## config.mk

```make
export PLATFORM = sky130hd
export DESIGN_NAME = spbcg_core
export DESIGN_NICKNAME = d
export VERILOG_FILES = /design/src/spbcg_pkg.sv /design/src/spbcg_core.sv
export VERILOG_INCLUDE_DIRS = /design/src
export SDC_FILE = /design/constraint.sdc
export NUM_CORES = 1
export LEC_CHECK = 0
export ABC_CLOCK_PERIOD_IN_PS = 5570
export BUFFER_PORTS_ARGS = -buffer_cell sky130_fd_sc_hd__buf_4
export CAP_MARGIN = 30
export CELL_PAD_IN_SITES_DETAIL_PLACEMENT = 0
export CELL_PAD_IN_SITES_GLOBAL_PLACEMENT = 1
export CORE_AREA = 3 3 170 172
export CTS_BUF_LIST = sky130_fd_sc_hd__clkbuf_8
export DETAILED_ROUTE_END_ITERATION = 16
export DIE_AREA = 0 0 173 175
export PLACE_DENSITY_LB_ADDON = 0.1
export REMOVE_ABC_BUFFERS = 1
export SYNTH_ARGS = -nofsm -noshare
export SYNTH_HDL_FRONTEND = slang
export SYNTH_SLANG_ARGS = --single-unit
```

## constraint.sdc

```tcl
create_clock -name aclk -period 5.57 [get_ports aclk]
set_input_delay 1.114 -clock aclk [delete_from_list [all_inputs] [get_ports aclk]]
set_output_delay 1.114 -clock aclk [all_outputs]
set_load 0.1 [all_outputs]
```

## src/spbcg_consts.svh

```systemverilog
`ifndef SPBCG_CONSTS_SVH
`define SPBCG_CONSTS_SVH

`define SPBCG_AW 5
`define SPBCG_OFF_DATA 5'h00
`define SPBCG_OFF_STAT 5'h04
`define SPBCG_OFF_CTRL 5'h08
`define SPBCG_OFF_DIV 5'h0C

`define SPBCG_ST_RXC 0
`define SPBCG_ST_TXC 1
`define SPBCG_ST_DRE 2
`define SPBCG_ST_FE 3
`define SPBCG_ST_DOR 4
`define SPBCG_ST_PE 5
`define SPBCG_ST_DBL 6

`define SPBCG_CT_RXEN 0
`define SPBCG_CT_TXEN 1
`define SPBCG_CT_SYNC 2
`define SPBCG_CT_POL 3
`define SPBCG_CT_DIR 4
`define SPBCG_CT_STOP2 5
`define SPBCG_CT_PAREN 6
`define SPBCG_CT_PARODD 7
`define SPBCG_CT_SIZE 8
`define SPBCG_CT_PWR 11
`define SPBCG_CT_IE 12

`define SPBCG_DIV_RST 12'h000
`define SPBCG_FACT_NORM 5'h10
`define SPBCG_FACT_DBL 5'h08
`define SPBCG_FRAME_W 13
`define SPBCG_RESP_OK 2'h0
`define SPBCG_RESP_ERR 2'h2

`endif

```

## src/spbcg_pkg.sv

```systemverilog
`include "spbcg_consts.svh"
package spbcg_pkg;

	typedef enum logic [3:0] {
		MD_NORMAL = 4'h1,
		MD_DOUBLE = 4'h2,
		MD_MASTER = 4'h4,
		MD_SLAVE = 4'h8
	} spbcg_mode_e;

	typedef enum logic [1:0] {
		RX_IDLE = 2'h1,
		RX_BUSY = 2'h2
	} spbcg_rx_e;

	typedef struct packed {
		logic [`SPBCG_AW-1:0] awaddr;
		logic awvalid, wvalid, bready, arvalid, rready;
		logic [31:0] wdata;
		logic [3:0] wstrb;
		logic [`SPBCG_AW-1:0] araddr;
	} spbcg_axi_req_s;

	typedef struct packed {
		logic awready, wready, bvalid, arready, rvalid;
		logic [1:0] bresp, rresp;
		logic [31:0] rdata;
	} spbcg_axi_rsp_s;

	typedef struct packed {
		logic rxd, xck;
	} spbcg_pin_in_s;

	typedef struct packed {
		logic txd, xck_out, xck_oe;
	} spbcg_pin_out_s;

	typedef struct packed {
		logic rx_done, tx_done, tx_empty;
	} spbcg_irq_s;

	typedef struct packed {
		logic rx_en, tx_en, sync, pol, dir, stop2, par_en, par_odd, pwr_off, dbl;
		logic [2:0] size, ie;
		logic [11:0] div, bcnt;
		logic [3:0] txdiv, txcnt;
		logic [8:0] txbuf;
		logic [`SPBCG_FRAME_W-1:0] txsh;
		logic txfull, txd, txact, txc;
		logic ck, ck_prev, xk_m1, xk_m2, xk_m3, rx_m1, rx_m2;
		spbcg_rx_e rst;
		logic [3:0] rcnt, ridx;
		logic [2:0] rsmp;
		logic [8:0] rdat;
		logic rpar, rpe, dor, bvalid, rvalid;
		logic [1:0][10:0] fq;
		logic [1:0] fcnt, bresp, rresp;
		logic [31:0] rdata;
	} spbcg_state_s;

endpackage : spbcg_pkg
```

## src/spbcg_core.sv

```systemverilog
// Implementation choices: the AXI4-Lite interface to the registers and the register offsets.
`timescale 1ns/1ns
`include "spbcg_consts.svh"
module spbcg_core
(
	input wire logic aclk,
	input wire logic aresetn,
	input wire spbcg_pkg::spbcg_axi_req_s axi_req,
	output spbcg_pkg::spbcg_axi_rsp_s axi_rsp,
	input wire spbcg_pkg::spbcg_pin_in_s pin_in,
	output spbcg_pkg::spbcg_pin_out_s pin_out,
	output spbcg_pkg::spbcg_irq_s irq
);
	import spbcg_pkg::*;

	spbcg_state_s q;
	spbcg_state_s d;
	spbcg_mode_e mode;
	logic [4:0] ovs;
	logic [3:0] last;
	logic [3:0] midp;
	logic [3:0] nb;
	logic [3:0] tlen;
	logic [`SPBCG_FRAME_W-1:0] frm;
	logic wr_go;
	logic rd_go;
	logic lowwr;
	logic pop;
	logic tick;
	logic ckv;
	logic ckp;
	logic rise;
	logic fall;
	logic chg;
	logic smp;
	logic tx_str;
	logic bit_v;
	logic bit_val;
	logic fdone;

	////////////////////////////////////////////////////////////////////////////////
	function automatic spbcg_mode_e mode_of(input logic sy, input logic dr, input logic db);
		if (sy)
			mode_of = dr ? MD_MASTER : MD_SLAVE;
		else
			mode_of = db ? MD_DOUBLE : MD_NORMAL;
	endfunction : mode_of

	function automatic logic [3:0] data_bits(input logic [2:0] sz);
		data_bits = (sz > 3'h4) ? 4'h9 : ({1'b0, sz} + 4'h5);
	endfunction : data_bits

	function automatic logic maj3(input logic [2:0] v);
		maj3 = (v[0] & v[1]) | (v[0] & v[2]) | (v[1] & v[2]);
	endfunction : maj3

	// Unused upper positions stay high so they supply the stop bits.
	function automatic logic [`SPBCG_FRAME_W-1:0] tx_frame(input logic [8:0] dat, input logic [3:0] n,
		input logic pen, input logic podd);
		logic [`SPBCG_FRAME_W-1:0] f;
		logic p;
		f = '1;
		p = podd;
		f[0] = 1'b0;
		for (int i = 0; i < 9; i++)
		begin
			if (4'(i) < n)
			begin
				f[i + 1] = dat[i];
				p = p ^ dat[i];
			end
		end
		if (pen)
			f[n + 4'h1] = p;
		tx_frame = f;
	endfunction : tx_frame

	////////////////////////////////////////////////////////////////////////////////
	always_comb
	begin
		d = q;
		mode = mode_of(q.sync, q.dir, q.dbl);
		ovs = (mode == MD_DOUBLE) ? `SPBCG_FACT_DBL : `SPBCG_FACT_NORM;
		last = 4'(ovs - 5'h01);
		midp = 4'((ovs >> 1) + 5'h01);
		nb = data_bits(q.size);
		frm = tx_frame(q.txbuf, nb, q.par_en, q.par_odd);
		tlen = 4'h2 + nb + {3'h0, q.par_en} + {3'h0, q.stop2};
		wr_go = axi_req.awvalid & axi_req.wvalid & ~q.bvalid;
		rd_go = axi_req.arvalid & ~q.rvalid;
		lowwr = 1'b0;
		pop = 1'b0;
		tick = 1'b0;
		bit_v = 1'b0;
		bit_val = 1'b1;
		fdone = 1'b0;

		// Register writes; address and data are taken together in one beat.
		if (q.bvalid & axi_req.bready)
			d.bvalid = 1'b0;
		if (wr_go)
		begin
			d.bvalid = 1'b1;
			d.bresp = `SPBCG_RESP_OK;
			case (axi_req.awaddr)
				`SPBCG_OFF_DATA:
				begin
					// A write while the buffer is full is dropped.
					if (axi_req.wstrb[0] & ~q.txfull)
					begin
						d.txbuf = axi_req.wdata[8:0];
						d.txfull = 1'b1;
					end
				end
				`SPBCG_OFF_STAT:
				begin
					if (axi_req.wstrb[0])
					begin
						d.dbl = axi_req.wdata[`SPBCG_ST_DBL];
						if (axi_req.wdata[`SPBCG_ST_TXC])
							d.txc = 1'b0;
					end
				end
				`SPBCG_OFF_CTRL:
				begin
					if (axi_req.wstrb[0])
					begin
						d.rx_en = axi_req.wdata[`SPBCG_CT_RXEN];
						d.tx_en = axi_req.wdata[`SPBCG_CT_TXEN];
						d.sync = axi_req.wdata[`SPBCG_CT_SYNC];
						d.pol = axi_req.wdata[`SPBCG_CT_POL];
						d.dir = axi_req.wdata[`SPBCG_CT_DIR];
						d.stop2 = axi_req.wdata[`SPBCG_CT_STOP2];
						d.par_en = axi_req.wdata[`SPBCG_CT_PAREN];
						d.par_odd = axi_req.wdata[`SPBCG_CT_PARODD];
					end
					if (axi_req.wstrb[1])
					begin
						d.size = axi_req.wdata[`SPBCG_CT_SIZE +: 3];
						d.pwr_off = axi_req.wdata[`SPBCG_CT_PWR];
						d.ie = axi_req.wdata[`SPBCG_CT_IE +: 3];
					end
				end
				`SPBCG_OFF_DIV:
				begin
					if (axi_req.wstrb[1])
						d.div[11:8] = axi_req.wdata[11:8];
					if (axi_req.wstrb[0])
					begin
						d.div[7:0] = axi_req.wdata[7:0];
						lowwr = 1'b1;
					end
				end
				default:
					d.bresp = `SPBCG_RESP_ERR;
			endcase
		end

		// Register reads; a data read pops the receive buffer and clears overrun.
		if (q.rvalid & axi_req.rready)
			d.rvalid = 1'b0;
		if (rd_go)
		begin
			d.rvalid = 1'b1;
			d.rresp = `SPBCG_RESP_OK;
			d.rdata = '0;
			case (axi_req.araddr)
				`SPBCG_OFF_DATA:
				begin
					d.rdata[8:0] = q.fq[0][8:0];
					pop = (q.fcnt != 2'h0);
					d.dor = 1'b0;
				end
				`SPBCG_OFF_STAT:
				begin
					d.rdata[`SPBCG_ST_RXC] = (q.fcnt != 2'h0);
					d.rdata[`SPBCG_ST_TXC] = q.txc;
					d.rdata[`SPBCG_ST_DRE] = ~q.txfull;
					d.rdata[`SPBCG_ST_FE] = q.fq[0][10];
					d.rdata[`SPBCG_ST_DOR] = q.dor;
					d.rdata[`SPBCG_ST_PE] = q.fq[0][9];
					d.rdata[`SPBCG_ST_DBL] = q.dbl;
				end
				`SPBCG_OFF_CTRL:
				begin
					d.rdata[`SPBCG_CT_RXEN] = q.rx_en;
					d.rdata[`SPBCG_CT_TXEN] = q.tx_en;
					d.rdata[`SPBCG_CT_SYNC] = q.sync;
					d.rdata[`SPBCG_CT_POL] = q.pol;
					d.rdata[`SPBCG_CT_DIR] = q.dir;
					d.rdata[`SPBCG_CT_STOP2] = q.stop2;
					d.rdata[`SPBCG_CT_PAREN] = q.par_en;
					d.rdata[`SPBCG_CT_PARODD] = q.par_odd;
					d.rdata[`SPBCG_CT_SIZE +: 3] = q.size;
					d.rdata[`SPBCG_CT_PWR] = q.pwr_off;
					d.rdata[`SPBCG_CT_IE +: 3] = q.ie;
				end
				`SPBCG_OFF_DIV:
					d.rdata[11:0] = q.div;
				default:
					d.rresp = `SPBCG_RESP_ERR;
			endcase
		end
		if (pop)
		begin
			d.fq[0] = q.fq[1];
			d.fcnt = q.fcnt - 2'h1;
		end

		////////////////////////////////////////////////////////////////////////////
		// Baud generator. A low-byte write restarts the count at once, so a new
		// rate takes hold without waiting out the old period.
		if (lowwr)
			d.bcnt = d.div;
		else if (q.pwr_off)
			d.bcnt = q.bcnt;
		else if (q.bcnt == 12'h000)
		begin
			tick = 1'b1;
			d.bcnt = q.div;
		end
		else
			d.bcnt = q.bcnt - 12'h001;

		// Synchronisers; the edge detector looks only at the second and third stages.
		d.xk_m1 = pin_in.xck;
		d.xk_m2 = q.xk_m1;
		d.xk_m3 = q.xk_m2;
		d.rx_m1 = pin_in.rxd;
		d.rx_m2 = q.rx_m1;

		// The master clock toggles per tick, which yields the factor of two.
		d.ck_prev = q.ck;
		if (mode != MD_MASTER)
			d.ck = q.pol;
		else if (tick)
			d.ck = ~q.ck;
		ckv = (mode == MD_SLAVE) ? q.xk_m2 : q.ck;
		ckp = (mode == MD_SLAVE) ? q.xk_m3 : q.ck_prev;
		rise = ckv & ~ckp;
		fall = ~ckv & ckp;
		chg = q.sync & (q.pol ? fall : rise);
		smp = q.sync & (q.pol ? rise : fall);

		if (~q.sync & tick)
			d.txdiv = (q.txdiv == last) ? 4'h0 : q.txdiv + 4'h1;
		tx_str = q.sync ? chg : (tick & (q.txdiv == last));

		////////////////////////////////////////////////////////////////////////////
		// Transmitter.
		if (~q.tx_en)
		begin
			d.txcnt = 4'h0;
			d.txact = 1'b0;
			d.txd = 1'b1;
		end
		else if (tx_str)
		begin
			if (q.txcnt != 4'h0)
			begin
				d.txd = q.txsh[0];
				d.txsh = {1'b1, q.txsh[`SPBCG_FRAME_W-1:1]};
				d.txcnt = q.txcnt - 4'h1;
			end
			else if (q.txfull)
			begin
				d.txd = frm[0];
				d.txsh = {1'b1, frm[`SPBCG_FRAME_W-1:1]};
				d.txcnt = tlen - 4'h1;
				d.txfull = 1'b0;
				d.txact = 1'b1;
			end
			else
			begin
				d.txd = 1'b1;
				d.txact = 1'b0;
				if (q.txact)
					d.txc = 1'b1;
			end
		end

		////////////////////////////////////////////////////////////////////////////
		// Receiver; it never touches transmit state.
		if (~q.rx_en)
			d.rst = RX_IDLE;
		else if (q.rst == RX_IDLE)
		begin
			if ((q.sync ? smp : tick) & ~q.rx_m2)
			begin
				d.rst = RX_BUSY;
				d.rcnt = 4'h1;
				d.ridx = q.sync ? 4'h1 : 4'h0;
				d.rpar = q.par_odd;
				d.rpe = 1'b0;
				d.rdat = '0;
			end
		end
		else
		begin
			if (q.sync)
			begin
				bit_v = smp;
				bit_val = q.rx_m2;
			end
			else if (tick)
			begin
				d.rcnt = (q.rcnt == last) ? 4'h0 : q.rcnt + 4'h1;
				d.rsmp = {q.rsmp[1:0], q.rx_m2};
				bit_v = (q.rcnt == midp);
				bit_val = maj3({q.rsmp[1:0], q.rx_m2});
			end
			if (bit_v)
			begin
				if (q.ridx == 4'h0)
				begin
					if (bit_val)
						d.rst = RX_IDLE;
					else
						d.ridx = 4'h1;
				end
				else if (q.ridx <= nb)
				begin
					d.rdat[q.ridx - 4'h1] = bit_val;
					d.rpar = q.rpar ^ bit_val;
					d.ridx = q.ridx + 4'h1;
				end
				else if ((q.ridx == nb + 4'h1) & q.par_en)
				begin
					d.rpe = q.rpar ^ bit_val;
					d.ridx = q.ridx + 4'h1;
				end
				else
				begin
					// Only the first stop bit is checked.
					fdone = 1'b1;
					d.rst = RX_IDLE;
				end
			end
		end
		if (fdone)
		begin
			if (d.fcnt == 2'h2)
				d.dor = 1'b1;
			else
			begin
				d.fq[d.fcnt[0]] = {~bit_val, q.rpe, q.rdat};
				d.fcnt = d.fcnt + 2'h1;
			end
		end

		if (~aresetn)
		begin
			d = '0;
			d.div = `SPBCG_DIV_RST;
			d.txd = 1'b1;
			d.rst = RX_IDLE;
		end
	end

	always_ff @(posedge aclk)
		q <= d;

	////////////////////////////////////////////////////////////////////////////////
	assign axi_rsp.awready = wr_go;
	assign axi_rsp.wready = wr_go;
	assign axi_rsp.bvalid = q.bvalid;
	assign axi_rsp.bresp = q.bresp;
	assign axi_rsp.arready = rd_go;
	assign axi_rsp.rvalid = q.rvalid;
	assign axi_rsp.rresp = q.rresp;
	assign axi_rsp.rdata = q.rdata;
	assign pin_out.txd = q.txd;
	assign pin_out.xck_out = q.ck;
	assign pin_out.xck_oe = q.sync & q.dir;
	assign irq.rx_done = (q.fcnt != 2'h0) & q.ie[0];
	assign irq.tx_done = q.txc & q.ie[1];
	assign irq.tx_empty = ~q.txfull & q.ie[2];
endmodule : spbcg_core

```

== After elaboration in Yosys (flattened, before gate mapping) ==
Index checks and enable logic that the tools add are counted.

* $add $sub $neg: 16
* $lt $le $gt $ge: 17
* Equal/unequal tests: 24
* Multiplexer cells: 133
* Bitwise logic cells: 45
* Reductions and logical operators: 36

{| class="wikitable"
|+ Operators with widths
! operator !! number
|-
| $mux W1 || 76
|-
| $mux W13 || 5
|-
| $mux W4 || 16
|-
| $mux W12 || 5
|-
| $mux W11 || 5
|-
| $mux W10 || 3
|-
| $pmux W7 S4 || 1
|-
| $bwmux W22 || 1
|-
| $and A1 B1 Y1 || 21
|-
| $add A4 B1 Y4 const B || 5
|-
| $eq A5 B4 Y1 const B || 4
|-
| $mux W2 || 10
|-
| $reduce_bool A2 Y1 || 9
|-
| $eq A4 B4 Y1 || 4
|-
| $lt A3 B4 Y1 const A || 4
|-
| $sub A4 B1 Y4 const B || 4
|-
| $reduce_and A3 Y1 || 5
|-
| $reduce_and A5 Y1 || 3
|-
| $mux W14 || 1
|-
| $bwmux W13 || 1
|-
| $logic_not A12 Y1 || 1
|-
| $ne A3 B3 Y1 const B || 4
|-
| $not A1 Y1 || 12
|-
| $sub A12 B1 Y12 const B || 1
|-
| other kinds (40) || 70
|}

* Register bits after elaboration: 150
* Word-level logic and storage cells: 316

== Longest topological paths before layout ==
* Depth in word-level cells: 26
* Gate-level depth with buffers: 15
* Depth with buffers taken out: 14

== Worst setup path before layout ==
Ideal clock, no wire load.

* Path type: reg2reg
* From: reg q[155] (netlist bit)
* To: reg q[37] (netlist bit)
* Setup time: 0.065 ns
* Arrival: 3.198 ns
* Required time: 5.505 ns
* Setup slack: 2.307 ns
* Stages on the path, launching flop included: 15
* Path buffers: 3
* Clock period less this slack: 3.263 ns
* Path through: dfxtp_1 > clkbuf_1 > inv_1 > ha_1 > clkbuf_1 > nand2_1 > ha_1 > nor2b_1 > o21ai_0 > a21oi_1 > nand2b_1 > buf_4 > or4_4 > mux2_1 > nor2_1

* Cells in the longest elaborated chain, start to end: 12

{| class="wikitable"
|+ RTL lines
! element !! line !! source
|-
| from (decl) || spbcg_core.sv:16 || <nowiki>spbcg_state_s q;</nowiki>
|-
| from (signal assigned) || spbcg_core.sv:361 || <nowiki>q <= d;</nowiki>
|-
| $add A3 B3 Y4 / $gt A3 B3 Y1 (equally long branches) || spbcg_core.sv:50 || <nowiki>data_bits = (sz > 3'h4) ? 4'h9 : ({1'b0, sz} + 4'h5);</nowiki>
|-
| $mux W4 * || spbcg_core.sv:50 ||
|-
| $add A4 B1 Y4 || spbcg_core.sv:327 || <nowiki>else if ((q.ridx == nb + 4'h1) & q.par_en)</nowiki>
|-
| $eq A4 B4 Y1 || spbcg_core.sv:327 ||
|-
| $and A1 B1 Y1 || spbcg_core.sv:327 ||
|-
| $mux W1 || spbcg_core.sv:327 ||
|-
| $mux W1 * || spbcg_core.sv:321 || <nowiki>else if (q.ridx <= nb)</nowiki>
|-
| $mux W1 * || spbcg_core.sv:314 || <nowiki>if (q.ridx == 4'h0)</nowiki>
|-
| $mux W1 * || spbcg_core.sv:312 || <nowiki>if (bit_v)</nowiki>
|-
| $mux W1 * || spbcg_core.sv:286 || <nowiki>else if (q.rst == RX_IDLE)</nowiki>
|-
| $mux W1 * || spbcg_core.sv:284 || <nowiki>if (~q.rx_en)</nowiki>
|-
| $mux W13 * || spbcg_core.sv:340 || <nowiki>if (fdone)</nowiki>
|}

Mark *: on every way between the ends. The rest lies on a longest branch, timed or not.
A chain may end at the register's enable or synchronous reset.

== Final worst setup path ==
* From: reg q[156] (netlist bit)
* To: reg q[40] (netlist bit)

The elaborated chain is that of the path after synthesis.

==> metrics.txt <==
outcome completed; minimum clock period 3960 ps; first-pass GRT wire length 38,300 um; gr usage total 0.161; worst slew pin tran 970 ps; Arrival @ worst endpoint 4330 ps; proportion of layout cells with a drive suffix above 1 0.138; Final Cycle Share 0.711; vias in the first global route about 6,600; largest net degree at the start of global routing 73; nets between 1,000 and 1,500; initial antenna violation count 0; CP Capture Type flip-flop; Slew HR 0.349; Slowest-stage cell, CP a2111oi_0; final hold vios 0; Crit Path Category reg -> reg; Hold Buf Count CTS 0; # IOs 102; Commonest cells post-synth 148 x dfxtp_1, 139 x nor2_1, 80 x nand2_1, 77 x a21oi_1, 62 x mux2i_1; FP Rows 61; clock slew at reported path FFs 90 ps; Fmax achieved 253 MHz; Unique masters post-synth 81; Vias/cell 4.93; DP Area 0.00877 mm^2; Starting Density 0.298; CP delay by family, top simple AND/OR/NAND/NOR gates; gr ovfl total 0; clk sinks 148; Final Total Pwr 2.65 mW; crit-path max cell delay 760 ps; largest area contributor in the netlist dfxtp_1; Final Max Slew Viols 0; P&R area growth vs syn 11.5%; Yosys warning count 0; synthesized area 0.00824 mm^2; routed vias 6,884; most frequent cell after synthesis dfxtp_1; pre-CTS WS 1360 ps; top_reg_cell synth dfxtp_1; Detail Placement HPWL 17,600 um; Die Width 173 um; RD Place Congestion 0.793; setup TNS 0 ps; Post-synth ARST share 0; Root Driver clkbuf_8; final hold slack about 440 ps; Power Density between 200 and 300 mW/mm^2; DRC errors left 0; I/O Buffers 63; final wirelength 24,600 um; Post-synth EDFFs 0; Critical Path Start Type flip-flop; CP bufs+invs 1; Routed WL per cell 17.6 um; Cell Chain, Critical Path inv_1, ha_1, nand2b_1, nand2_1, ha_1, a2111oi_0, nand2b_1, nand4bb_2, nor2_1, a211oi_1; Setup Viol. Count Final 0; number of synthesized register bits 148; Post-DRT Antenna Nets 0; leakage 3.57 nW; CTS Buffer Depth 2; drt pass-1 iters 5; initial drt markers between 400 and 500; total CTS buffers 17; top cells by area, synth dfxtp_1 36%, mux2i_1 7.5%, nor2_1 6.3%; Antenna Diode Count 0; Std-Cell Core Area 0.0276 mm^2; RSZ-0062 raised after global routing no; H-tree depth 4; CP required 5940 ps; postcts setup bufs 0; worst hold path type reg -> reg; CP max FO 22; post-synthesis sequential area ratio 0.360; maximum VDD drop 132 uV; Mapped Avg Cell Area 8.28 um^2; later-pin clock latency in the skew report ~470 ps; cell area after layout 0.00918 mm^2; Yosys top cell area share 0.360; Layout Skew 16.9 ps; Die Span Y 175 um; max cap viols 0; CTS tree built; Gates resized, CTS repair 0; Synth Instances about 1,000; DIE AREA 0.0303 mm^2; final worst slack approximately 1600 ps
## report_power, final
| part | internal (mW) | switching, mW |
|---|---|---|
| combinational | 0.224 | 0.390 |
| clock | 0.438 | 0.455 |
| sequential | 1.10 | 0.0483 |
| total | 1.76 | 0.893 |
## cell families (layout without fill, tap and decap cells)
family          count (synthesis)  in the layout  synth area share
compound gates                222            222             0.169
simple gates                  372            372             0.224
fa+ha+maj                      25             25            0.0386
other cells                     1             19          0.000455
mux                            73             73             0.103
flops                         148            148             0.360
buf+inv                       138            142            0.0854
xor+xnor                       16             16            0.0204
## cell type report
type / instances / area, um^2
sequential: 148 / 2960
multi-input combinational: 727 / 4640
timing repair buffer: 73 / 559
fill: 2976 / 18400
clock buffer: 17 / 234
inverter: 37 / 141
clock inverter: 15 / 166
tap: 378 / 473
## flip-flops by register name, indices dropped and copies added, names as in the netlist
name,flops
q,127
axi_rsp,19
pin_out,2
## worst reg2reg max path, stage by stage, from the launching register on
cell and delay (ps):
dfxtp_1 710, inv_1 140, ha_1 260, nand2b_1 180
nand2_1 220, ha_1 290, a2111oi_0 760, nand2b_1 480
nand4bb_2 490, nor2_1 80, a211oi_1 250
## layer usage
metal	GRT usage	vias to the layer above	share of wire
li1	-	3467	-
met1	0.226	3282	0.50
met2	0.257	113	0.46
met3	0.0263	22	0.030
met4	0.0439	0	0.012
met5	0	-	0
## stage by stage
| step | utilization | instances |
|---|---|---|
| 4_1_cts | 0.332 | 1394 |
| 3_5_place_dp | 0.317 | 1362 |
| 3_3_place_gp | 0.317 | 1361 |
| 2_1_floorplan | - | 912 |
| 6_report | 0.332 | 1395 |
| 5_1_grt | 0.332 | 1395 |
## path summary, 6_finish.rpt
path	cells past startpoint	endpoint	slack [ps]	start
hold reg to reg	1	q[87]	440	q[88]
setup / recovery	10	q[40]	1610	q[156]
hold / removal	1	q[87]	440	q[88]
setup reg to reg	10	q[40]	1610	q[156]
## cells in the final DEF (no fill, tap or decap), drive strengths merged, types with 14 or more instances in the layout
master	count
nand4	14
ha	23
buf	73
clkbuf	17
dfxtp	148
inv	40
conb	19
o21ai	56
a211oi	15
and2	14
nor3	18
nor2	140
nor2b	18
nand2	82
a21oi	79
mux2i	62
nand3	27
(Power assumes the default switching activity.)
